### src/hdl/sltp_pkg.sv
// Package for the serial lane test pattern control block.
// Assumes a single 50 MHz core clock and a simple register port.
package sltp_pkg;
    localparam int          NUM_PORTS       = 4;
    localparam int          NUM_LANES       = 4;
    localparam logic [11:0] OFF_PORT_CTRL   = 12'h0_234;
    localparam logic [11:0] OFF_LANE_DIAG   = 12'h0_238;
    localparam int          POS_DISABLE     = 16;
    localparam int          POS_QUIET       = 20;
    localparam int          POS_RATE        = 24;
    localparam int          POS_SKIP_ALIGN  = 28;
    localparam int          POS_EXP         = 0;
    localparam int          POS_RCV         = 8;
    localparam int          POS_CNT         = 16;
    localparam int          POS_SEL         = 24;
    localparam int          POS_SRC         = 30;
    localparam logic [15:0] RST_CTRL_HI     = 16'h0_000;
    localparam logic [1:0]  RST_SEL         = 2'h0;
    localparam logic [7:0]  CNT_MAX         = 8'hFF;
    // Symbol codes: 8b data plus K flag.
    localparam logic [8:0]  SYM_K28_5       = 9'h1_BC;
    localparam logic [8:0]  SYM_D3_2        = 9'h0_43;
    localparam logic [8:0]  SYM_D18_2       = 9'h0_52;
    localparam logic [8:0]  SYM_D13_2       = 9'h0_4D;
    localparam logic [8:0]  SYM_D17_1       = 9'h0_31;
    // Power states driven to the serdes.
    localparam logic [1:0]  PWR_P0          = 2'h0;
    localparam logic [1:0]  PWR_P1          = 2'h1;
    localparam logic [1:0]  PWR_NORMAL      = 2'h3;

    typedef enum logic [1:0] {
        SLTP_TX_IDLE  = 2'b00,
        SLTP_TX_ALIGN = 2'b01,
        SLTP_TX_SYNC  = 2'b10,
        SLTP_TX_USER  = 2'b11
    } sltp_tx_e;

    // Per-lane checker report.
    typedef struct packed {
        logic       utp_err;
        logic       prbs_err;
        logic [7:0] exp_byte;
        logic [7:0] rcv_byte;
        logic       align_seen;
    } sltp_chk_s;

    // Per-port control to the link state machine and serdes.
    typedef struct packed {
        logic       hold_quiet;
        logic       rx_term;
        logic [1:0] pwr_state;
        logic       rate_5g;
        logic       no_eios;
    } sltp_port_s;
endpackage

### src/hdl/sltp_ctrl.sv
// Lane test pattern control and lane diagnostic register logic.
// Assumes checkers, link state machines and generators on the same clock;
// the register port is a simple synchronous read/write strobe interface.
// Behaviour
// - Held quiet in Detect.Quiet: receiver termination on, serdes P0.
// - Quiet bit clear: link state machine leaves Detect.Quiet normally.
// - Quiet bit set: keep state machine in Detect.Quiet, now or later.
// - Quiet port may send PRBS or user pattern without loopback.
// - Rate bit 0 selects 2.5 GT/s, 1 selects 5.0 GT/s.
// - Manual rate applies only while the port's quiet bit is set.
// - No bypass: repeat alignment until a checker sees it, then sync.
// - Bypass set: one alignment, one sync, then the user pattern.
// - Bypass bits 31:28; port 0 accepts either serdes, others own.
// - On user pattern mismatch show the expected byte in bits 7:0.
// - On user pattern mismatch show the received byte in bits 15:8.
// - Eight bit error counter at 23:16 saturates at 255.
// - Error counter clears when its checker mode is disabled.
// - Lane select 25:24 picks the lane shown in bits 30 and 23:0.
// - Bit 30 shows counter source: 0 user pattern, 1 PRBS.
// - Disable bit keeps port quiet, no idle sets, serdes in P1.
`timescale 1ns/10ps
module sltp_ctrl #(
    parameter int NPORT = sltp_pkg::NUM_PORTS,
    parameter int NLANE = sltp_pkg::NUM_LANES
) (
    input  wire logic                       CLK,
    input  wire logic                       RST_N,
    input  wire logic                       CE,
    input  wire logic                       REG_WR,
    input  wire logic                       REG_RD,
    input  wire logic [11:0]                REG_ADDR,
    input  wire logic [31:0]                REG_WDATA,
    output logic      [31:0]                REG_RDATA,
    input  wire logic [15:0]                SKIP_CTRL_LO,
    input  wire logic [NPORT-1:0]           IN_DETECT_QUIET,
    input  wire logic [NLANE-1:0]           UTP_EN,
    input  wire logic [NLANE-1:0]           PRBS_EN,
    input  wire sltp_pkg::sltp_chk_s [NLANE-1:0] CHK,
    output sltp_pkg::sltp_port_s [NPORT-1:0] PORT_CTRL,
    output logic [NPORT-1:0][8:0]           TX_SYM,
    output logic [NPORT-1:0]                TX_USER
);
    // Register state.
    logic [NPORT-1:0]           dis, quiet, rate, skip;
    logic [NPORT-1:0]           next_dis, next_quiet, next_rate, next_skip;
    logic [1:0]                 sel, next_sel;
    logic [NLANE-1:0][7:0]      cnt, next_cnt, exp_b, next_exp, rcv_b;
    logic [NLANE-1:0][7:0]      next_rcv;
    logic [NLANE-1:0]           src, next_src;
    logic [31:0]                next_rdata;
    sltp_pkg::sltp_tx_e [NPORT-1:0] tx_st, next_tx_st;
    logic [NPORT-1:0][1:0]      idx, next_idx;
    sltp_pkg::sltp_port_s [NPORT-1:0] next_port;
    logic [NPORT-1:0][8:0]      next_sym;
    logic [NPORT-1:0]           next_user;
    logic [NPORT-1:0]           aseen, next_aseen; // Report held in ALIGN.

    // Alignment sequence symbol by index.
    function automatic logic [8:0] align_sym(input logic [1:0] i);
        case (i)
            2'h0:    align_sym = sltp_pkg::SYM_D3_2;
            2'h1:    align_sym = sltp_pkg::SYM_D18_2;
            2'h2:    align_sym = sltp_pkg::SYM_D13_2;
            default: align_sym = sltp_pkg::SYM_D17_1;
        endcase
    endfunction

    // Sync sequence symbol by index.
    function automatic logic [8:0] sync_sym(input logic [1:0] i);
        case (i)
            2'h0:    sync_sym = sltp_pkg::SYM_K28_5;
            2'h1:    sync_sym = sltp_pkg::SYM_D3_2;
            2'h2:    sync_sym = sltp_pkg::SYM_D18_2;
            default: sync_sym = sltp_pkg::SYM_D13_2;
        endcase
    endfunction

    // Decode register writes for the control fields.
    always_comb begin
        next_dis   = dis;
        next_quiet = quiet;
        next_rate  = rate;
        next_skip  = skip;
        next_sel   = sel;
        if (REG_WR && REG_ADDR == sltp_pkg::OFF_PORT_CTRL) begin
            next_dis   = REG_WDATA[sltp_pkg::POS_DISABLE +: 4];
            next_quiet = REG_WDATA[sltp_pkg::POS_QUIET +: 4];
            next_rate  = REG_WDATA[sltp_pkg::POS_RATE +: 4];
            next_skip  = REG_WDATA[sltp_pkg::POS_SKIP_ALIGN +: 4];
        end
        if (REG_WR && REG_ADDR == sltp_pkg::OFF_LANE_DIAG) begin
            next_sel = REG_WDATA[sltp_pkg::POS_SEL +: 2];
        end
    end

    // Per-lane capture and error counting.
    always_comb begin
        for (int l = 0; l < NLANE; l++) begin
            next_exp[l] = exp_b[l];
            next_rcv[l] = rcv_b[l];
            next_cnt[l] = cnt[l];
            next_src[l] = PRBS_EN[l] & ~UTP_EN[l];
            if (!UTP_EN[l] && !PRBS_EN[l]) begin
                next_cnt[l] = 8'h00;
            end else if ((UTP_EN[l] && CHK[l].utp_err) ||
                         (PRBS_EN[l] && CHK[l].prbs_err)) begin
                if (cnt[l] != sltp_pkg::CNT_MAX)
                    next_cnt[l] = cnt[l] + 8'h01;
            end
            // Hold bytes until mismatch or disable.
            if (!UTP_EN[l]) begin
                next_exp[l] = 8'h00;
                next_rcv[l] = 8'h00;
            end else if (CHK[l].utp_err) begin
                next_exp[l] = CHK[l].exp_byte;
                next_rcv[l] = CHK[l].rcv_byte;
            end
        end
    end

    // Port control and user pattern transmitter sequencing.
    always_comb begin
        for (int p = 0; p < NPORT; p++) begin
            logic seen;
            seen = 1'b0;
            // Port 0 takes either serdes, others their own.
            seen = (p == 0) ? (CHK[0].align_seen | CHK[1].align_seen)
                            : CHK[p].align_seen;
            next_tx_st[p] = tx_st[p];
            next_idx[p]   = idx[p] + 2'h1;
            next_sym[p]   = 9'h0_00;
            next_user[p]  = 1'b0;
            next_aseen[p] = 1'b0;
            next_port[p].hold_quiet = quiet[p] | dis[p];
            next_port[p].no_eios    = dis[p];
            next_port[p].rx_term    = 1'b0;
            next_port[p].pwr_state  = sltp_pkg::PWR_NORMAL;
            next_port[p].rate_5g    = quiet[p] & rate[p];
            if (dis[p]) begin
                next_port[p].pwr_state = sltp_pkg::PWR_P1;
            end else if (quiet[p] && IN_DETECT_QUIET[p]) begin
                next_port[p].rx_term   = 1'b1;
                next_port[p].pwr_state = sltp_pkg::PWR_P0;
            end
            case (tx_st[p])
                sltp_pkg::SLTP_TX_IDLE: begin
                    next_idx[p] = 2'h0;
                    if (UTP_EN[p] && (quiet[p] || !IN_DETECT_QUIET[p]))
                        next_tx_st[p] = sltp_pkg::SLTP_TX_ALIGN;
                end
                sltp_pkg::SLTP_TX_ALIGN: begin
                    next_sym[p] = align_sym(idx[p]);
                    // A report can land on any symbol of the pattern, so it
                    // is held until the pattern in flight has gone out.
                    next_aseen[p] = aseen[p] | seen;
                    // Repeat until seen; once if bypass.
                    if (idx[p] == 2'h3 && (skip[p] || aseen[p] || seen))
                        next_tx_st[p] = sltp_pkg::SLTP_TX_SYNC;
                end
                sltp_pkg::SLTP_TX_SYNC: begin
                    next_sym[p] = sync_sym(idx[p]);
                    if (idx[p] == 2'h3)
                        next_tx_st[p] = sltp_pkg::SLTP_TX_USER;
                end
                sltp_pkg::SLTP_TX_USER: begin
                    next_user[p] = 1'b1;
                end
                default: next_tx_st[p] = sltp_pkg::SLTP_TX_IDLE;
            endcase
            if (!UTP_EN[p]) begin
                next_tx_st[p] = sltp_pkg::SLTP_TX_IDLE;
                next_user[p]  = 1'b0;
                next_aseen[p] = 1'b0;
            end
        end
    end

    // Read data multiplexer, registered.
    always_comb begin
        next_rdata = REG_RDATA;
        if (REG_RD) begin
            next_rdata = 32'h0000_0000;
            if (REG_ADDR == sltp_pkg::OFF_PORT_CTRL) begin
                next_rdata = {skip, rate, quiet, dis, SKIP_CTRL_LO};
            end else if (REG_ADDR == sltp_pkg::OFF_LANE_DIAG) begin
                next_rdata[sltp_pkg::POS_EXP +: 8] = exp_b[sel];
                next_rdata[sltp_pkg::POS_RCV +: 8] = rcv_b[sel];
                next_rdata[sltp_pkg::POS_CNT +: 8] = cnt[sel];
                next_rdata[sltp_pkg::POS_SEL +: 2] = sel;
                next_rdata[sltp_pkg::POS_SRC]      = src[sel];
            end
        end
    end

    // State registers.
    always_ff @(posedge CLK or negedge RST_N) begin
        if (!RST_N) begin
            {skip, rate, quiet, dis} <= sltp_pkg::RST_CTRL_HI;
            sel       <= sltp_pkg::RST_SEL;
            cnt       <= '0;
            exp_b     <= '0;
            rcv_b     <= '0;
            src       <= '0;
            tx_st     <= '{default: sltp_pkg::SLTP_TX_IDLE};
            aseen     <= '0;
            idx       <= '0;
            PORT_CTRL <= '0;
            TX_SYM    <= '0;
            TX_USER   <= '0;
            REG_RDATA <= 32'h0000_0000;
        end else if (CE) begin
            dis       <= next_dis;
            quiet     <= next_quiet;
            rate      <= next_rate;
            skip      <= next_skip;
            sel       <= next_sel;
            cnt       <= next_cnt;
            exp_b     <= next_exp;
            rcv_b     <= next_rcv;
            src       <= next_src;
            tx_st     <= next_tx_st;
            idx       <= next_idx;
            aseen     <= next_aseen;
            PORT_CTRL <= next_port;
            TX_SYM    <= next_sym;
            TX_USER   <= next_user;
            REG_RDATA <= next_rdata;
        end
    end

    // Counter never passes its ceiling.
    // Saturation check.
    a_cnt_saturate: assert property (
        @(posedge CLK) disable iff (!RST_N)
        $past(CE) && $past(cnt[3]) == sltp_pkg::CNT_MAX &&
        $past(UTP_EN[3] | PRBS_EN[3]) |-> cnt[3] == sltp_pkg::CNT_MAX)
        else $error("error counter wrapped");

    a_cnt_clear: assert property (
        @(posedge CLK) disable iff (!RST_N)
        CE && !UTP_EN[3] && !PRBS_EN[3] |=> !CE || cnt[3] == 8'h00)
        else $error("counter not cleared on disable");

    a_dis_p1: assert property (
        @(posedge CLK) disable iff (!RST_N)
        CE && dis[2] |=> !CE || PORT_CTRL[2].pwr_state == sltp_pkg::PWR_P1)
        else $error("disabled port not in P1");

    a_rate_gate: assert property (
        @(posedge CLK) disable iff (!RST_N)
        CE && !quiet[1] |=> !CE || !PORT_CTRL[1].rate_5g)
        else $error("rate applied without quiet");

    // Bypass sends one alignment then sync.
    a_bypass_once: assert property (
        @(posedge CLK) disable iff (!RST_N)
        CE && skip[1] && UTP_EN[1] && tx_st[1] == sltp_pkg::SLTP_TX_ALIGN
        && idx[1] == 2'h3 |=> !CE || tx_st[1] != sltp_pkg::SLTP_TX_ALIGN)
        else $error("bypass repeated alignment");

    // Without bypass, alignment ends only after a report.
    a_align_wait: assert property (
        @(posedge CLK) disable iff (!RST_N)
        CE && !skip[0] && tx_st[0] == sltp_pkg::SLTP_TX_ALIGN &&
        !aseen[0] && !CHK[0].align_seen && !CHK[1].align_seen |=>
        !CE || tx_st[0] != sltp_pkg::SLTP_TX_SYNC)
        else $error("alignment ended without a report");

    a_quiet_hold: assert property (
        @(posedge CLK) disable iff (!RST_N)
        CE && quiet[0] |=> !CE || PORT_CTRL[0].hold_quiet)
        else $error("quiet hold missing");

    a_quiet_p0: assert property (
        @(posedge CLK) disable iff (!RST_N)
        CE && quiet[0] && !dis[0] && IN_DETECT_QUIET[0] |=>
        !CE || (PORT_CTRL[0].rx_term &&
        PORT_CTRL[0].pwr_state == sltp_pkg::PWR_P0))
        else $error("quiet port not terminated in P0");

    a_exp_cap: assert property (
        @(posedge CLK) disable iff (!RST_N)
        CE && UTP_EN[2] && CHK[2].utp_err |=>
        !CE || exp_b[2] == $past(CHK[2].exp_byte))
        else $error("expected byte not captured");

    a_rcv_cap: assert property (
        @(posedge CLK) disable iff (!RST_N)
        CE && UTP_EN[2] && CHK[2].utp_err |=>
        !CE || rcv_b[2] == $past(CHK[2].rcv_byte))
        else $error("received byte not captured");

    // Source flag shows the PRBS checker.
    a_src_prbs: assert property (
        @(posedge CLK) disable iff (!RST_N)
        CE && PRBS_EN[3] && !UTP_EN[3] |=> !CE || src[3])
        else $error("counter source not PRBS");
endmodule // sltp_ctrl

### config.mk
export PLATFORM = sky130hd
export DESIGN_NAME = sltp_ctrl
export DESIGN_NICKNAME = d
export VERILOG_FILES = /design/src/hdl/sltp_pkg.sv /design/src/hdl/sltp_ctrl.sv
export SDC_FILE = /design/constraint.sdc
export NUM_CORES = 1
export LEC_CHECK = 0
export BUFFER_PORTS_ARGS = -buffer_cell sky130_fd_sc_hd__buf_2
export CAP_MARGIN = 20
export CORE_ASPECT_RATIO = 0.8
export CORE_UTILIZATION = 45
export CTS_CLUSTER_SIZE = 24
export DETAILED_ROUTE_END_ITERATION = 10
export PLACE_DENSITY = 0.68
export SYNTH_ARGS = -nofsm -noshare
export SYNTH_HDL_FRONTEND = slang
export SYNTH_SLANG_ARGS = --single-unit
### constraint.sdc
create_clock -name CLK -period 4.7 [get_ports CLK]
set_input_delay 0.705 -clock CLK [delete_from_list [all_inputs] [get_ports CLK]]
set_output_delay 0.705 -clock CLK [all_outputs]
set_load 0.1 [all_outputs]
Yosys cells after proc, flatten, opt, wreduce, memory -nomap -nowiden
Index checks and enable logic that the tools add are counted.
{"block": "classes", "n_bitwise": 21, "reduce_logical": 85, "magnitude_cmp": 1, "n_mux": 106, "n_eq_ne": 50, "add_sub_neg": 8}
{"operator": "$mux W8", "count": 31}
{"operator": "$pmux W9 S3", "count": 4}
{"operator": "$pmux W7 S3", "count": 4}
{"operator": "$pmux W9 S2", "count": 4}
{"operator": "$mux W26", "count": 2}
{"operator": "$bmux W8 S2", "count": 3}
{"operator": "$mux W2", "count": 24}
{"operator": "$ne A3 B3 Y1 const B", "count": 12}
{"operator": "$add A8 B1 Y8 const B", "count": 4}
{"operator": "$eq A2 B2 Y1 const B", "count": 16}
{"operator": "$ne A8 B8 Y1 const B", "count": 4}
{"operator": "$logic_and A1 B1 Y1", "count": 26}
{"operator": "$eq A12 B10 Y1 const B", "count": 2}
{"operator": "$mux W1", "count": 24}
{"operator": "$pmux W2 S3", "count": 4}
{"operator": "$reduce_and A5 Y1", "count": 4}
{"operator": "$eq A2 B1 Y1 const B", "count": 8}
{"operator": "$logic_not A2 Y1", "count": 8}
{"operator": "$logic_or A1 B1 Y1", "count": 16}
{"operator": "$ne A4 B1 Y1 const B", "count": 4}
{"operator": "$reduce_bool A2 Y1", "count": 8}
{"operator": "$reduce_and A2 Y1", "count": 7}
{"operator": "$logic_not A1 Y1", "count": 12}
{"operator": "$mux W3", "count": 4}
{"operator": "other kinds (9)", "count": 36}
{"block": "totals", "word_cells": 324, "out_inout_bits": 96, "inputBits": 153, "reg_bits": 234}

Depth between registers and ports, before layout
{"block": "depth", "ltp_word": 6, "mapped_depth": 7, "ltp_nobuf": 6}

Least setup slack after synthesis
OpenSTA, ideal clock, no wires.
{"block": "synth_path", "kind": "reg2out", "startpoint": "register TX_SYM[21] in the netlist's numbering", "endpoint": "output port TX_SYM[21] in the netlist's numbering", "n_path_buf": 1, "t_required_ps": 3995, "stages_incl_launch_ff": 2, "t_arrival_ps": 1341, "slack_ps": 2654, "path_cell_list": "dfrtp_1 buf_4"}
{"item": "start: declaration", "line_no": "sltp_ctrl.sv:40", "rtl": "output logic [NPORT-1:0][8:0] TX_SYM,"}
{"item": "start signal: assignment", "line_no": "sltp_ctrl.sv:225", "rtl": "TX_SYM <= next_sym;"}
No word-level cell between the ends.

Worst setup path in the final report
{"block": "layout_path", "startpoint": "input port CE", "endpoint": "register cnt[19] in the netlist's numbering"}
{"block": "layout_between", "elab_chain_len": 1}
{"item": "start: declaration", "line_no": "sltp_ctrl.sv:28", "rtl": "input wire logic CE,"}
{"item": "$reduce_and A3 Y1 (no source line)"}
{"item": "end signal: assignment", "line_no": "sltp_ctrl.sv:217", "rtl": "cnt <= next_cnt;"}
{"item": "end: declaration", "line_no": "sltp_ctrl.sv:47", "rtl": "logic [NLANE-1:0][7:0] cnt, next_cnt, exp_b, next_exp, rcv_b;"}
No other way between the ends.
A chain may end at the register's enable or synchronous reset.

==> run_results.csv <==
group,metric,value,unit
synthesis,yosys.cell_count.top_type,"dfrtp_1",
cells_and_area,synthToLayoutAreaGrowth,18.1,%
worst_hold_path,hp-class,"in -> async",
synthesis,synth_flop_cell,"dfrtp_1",
synthesis,syn_inst,1094,
setup_path,critical_path_peak_fanout,61,
sta,setup_viol,0,
synthesis,synth_warnings,0,
synthesis,ys_seq_area_share,48.4,%
die,ios,249,
die,fp-row-count,52,
cells_and_area,drive_gt1_share,27.3,%
synthesis,yosys-top-cells-area,"dfrtp_1, ha_1, mux4_2",
run_status,run_status,"finished, final reports clean",
die,coreArea,0.0254,mm2
pwr,p_per_area,450,mW/mm2
grt,grt_first_pass_wirelength,50.9,mm
sta,fin_crit_sh,49.4,%
clock_tree,cts.htree.levels,1,
sta,slew_headroom,29.8,%
route,ant_nets,0,
clock_tree,clk_latency,0.52,ns
die,fp.dieW,182,um
grt,grtUsageTotal,24.3,%
cells_and_area,instances_no_fill,1636,
sta,finalSetupTns,0,ns
synthesis,synth_edf_count,0,
die,design.die.area,0.0266,mm2
sta,fin_skew,0.00999,ns
pwr,ir_worst_vdd,0.415,mV
die,initial_core_util,46.0,%
route,vias,9530,
sta,fmaxAchievable,430,MHz
route,post_drt_wl_per_cell,19.7,um
grt,antenna_found_initial,5,
setup_path,start_kind,"input pin",
setup_path,crit_arrival,2.72,ns
place,place_ws,1.87,ns
sta,worst_pin_slew,1.05,ns
place,place_area,0.0130,mm2
setup_path,critPathKind,"in -> reg",
synthesis,synthArstFlopShare,100,%
clock_tree,post_cts_buffers,0,
synthesis,synth_nets,1292,
cells_and_area,fin_nets,1490,
synthesis,synth.distinct_cells,70,
sta,whs,0.237,ns
die,dieHeight,146,um
sta,setup_ws,2.38,ns
clock_tree,clk_pin_slew_worst_paths,0.06,ns
route,wl,32.2,mm
clock_tree,cts.sinks,226,
clock_tree,numCtsBuffers,25,
synthesis,yosysTopAreaCell,"dfrtp_1",
route,drc_errors,0,
clock_tree,cts_buffer_depth,3,
cells_and_area,seqCellArea,0.00566,mm2
synthesis,syn_area,0.0117,mm2
clock_tree,postCtsHoldBufs,0,
route,first_iter_violations,966,
grt,overflow,0,
clock_tree,cts_resized,0,
flow_run,drv_cap,0,
synthesis,ys_seq_elements,226,
cells_and_area,fin_area,0.0138,mm2
sta,hold_viol_final,0,
cells_and_area,fillCellCount,2211,
place,port_buffers,232,
setup_path,crit_required,5.09,ns
grt,grt_max_degree,128,
sta,slew_violations,0,
clock_tree,cts_tree,"built",
synthesis,avgSynthCellArea,10.7,um2
place,dp_hpwl,22.8,mm
sta,period_minus_slack,2.32,ns
cells_and_area,multiInputGateArea,0.00540,mm2
clock_tree,root_buffer,"clkbuf_16",
route,vias_per_cell,5.83,
sta,rsz0062_at_grt,"no",
route,drt-pass1-iter-count,6,
setup_path,endpoint_kind,"register",
grt,grt_pass1_vias,8978,
pwr,power_leakage,6.52,nW
place,place.gp.congestion,0.897,
place,place_inst,1588,
synthesis,yosysTopAreaCellShare,48.4,%
synthesis,ys_top_cells_by_count,"dfrtp_1, nand2_1, o21ai_0",
[final timing paths]
check / end / startpoint / cells past startpoint / slack [ns]
worst min register to register: PORT_CTRL[8] / PORT_CTRL[8] / 1 / 0.48
worst max register to register: tx_st[5] / tx_st[5] / 6 / 2.53
max in group asynchronous: PORT_CTRL[18] / RST_N / 2 / 3.31
min in group CLK: REG_RDATA[13] / SKIP_CTRL_LO[13] / 2 / 0.41
worst min-delay path: REG_RDATA[6] / RST_N / 1 / 0.24
worst max-delay path: cnt[19] / CE / 5 / 2.38
[where the power goes]
group	internal, mW	total, mW	switching, mW
registers	2.19	2.45	0.268
clock network	1.15	1.94	0.793
logic	0.565	1.81	1.25
[routing by layer]
metal	global-route usage, %	vias up	wire length (um)
met2	34.1	347	13600
met5	0	-	8
li1	-	4419	-
met3	3.84	47	2210
met4	5.17	2	584
met1	38.9	4715	15800
[flip-flops by register name, indices dropped and copies added (netlist names)]
signal and cells:
TX_USER 4, quiet 4, rcv_b 32, idx 8
dis 4, src 4, exp_b 32, tx_st 8
skip 4, cnt 32, sel 2, aseen 4
REG_RDATA 32, PORT_CTRL 24, TX_SYM 28, rate 4
[stage by stage]
stage / utilization [%] / power [mW]
6_report: 54.4 / 6.21
5_1_grt: 54.4 / 6.52
4_1_cts: 54.3 / 6.24
3_5_place_dp: 51.1 / 4.26
3_3_place_gp: 51.1 / 4.22
2_1_floorplan: - / 3.79
[critical path: stages]
cell and delay [ns]:
buf_4 0.51, inv_2 0.52, buf_4 0.47, nor3_1 0.36
nor2_1 0.09
[final cells by class]
type	instances	share of cell area, %
Sequential cell	226	41.0
Multi-Input combinational cell	733	39.2
Timing Repair Buffer	243	9.25
Clock buffer	33	5.04
Tap cell	324	2.94
Inverter	63	1.71
Clock inverter	11	0.844
Antenna cell	3	0.0544
[cell families (layout without fill, tap and decap cells)]
| logic type | Yosys count | count (layout) | synth area share, % |
|---|---|---|---|
| multiplexers | 54 | 54 | 7.58 |
| flip-flops | 226 | 226 | 48.4 |
| AO/OA/AOI/OAI | 327 | 327 | 19.4 |
| adder cells (fa/ha/maj) | 45 | 45 | 4.82 |
| AND/OR/NAND/NOR | 306 | 306 | 14.3 |
| other | 0 | 3 | 0 |
| buffers and inverters | 135 | 350 | 5.40 |
| XOR/XNOR | 1 | 1 | 0.0750 |
[cells in the final DEF (no fill, tap or decap), types with 24 or more instances in the layout]
master     count
a21oi_1       68
a221o_1       26
a22o_1        24
and2_1        30
buf_2        230
clkbuf_16     25
dfrtp_1      226
ha_1          45
inv_1         60
mux2_2        26
mux4_2        25
nand2_1       92
nand3_1       27
nor2_1        38
nor2b_1       31
o21ai_0       86
o2bb2ai_1     35
Note: power is estimated with default switching activity, not from simulation.
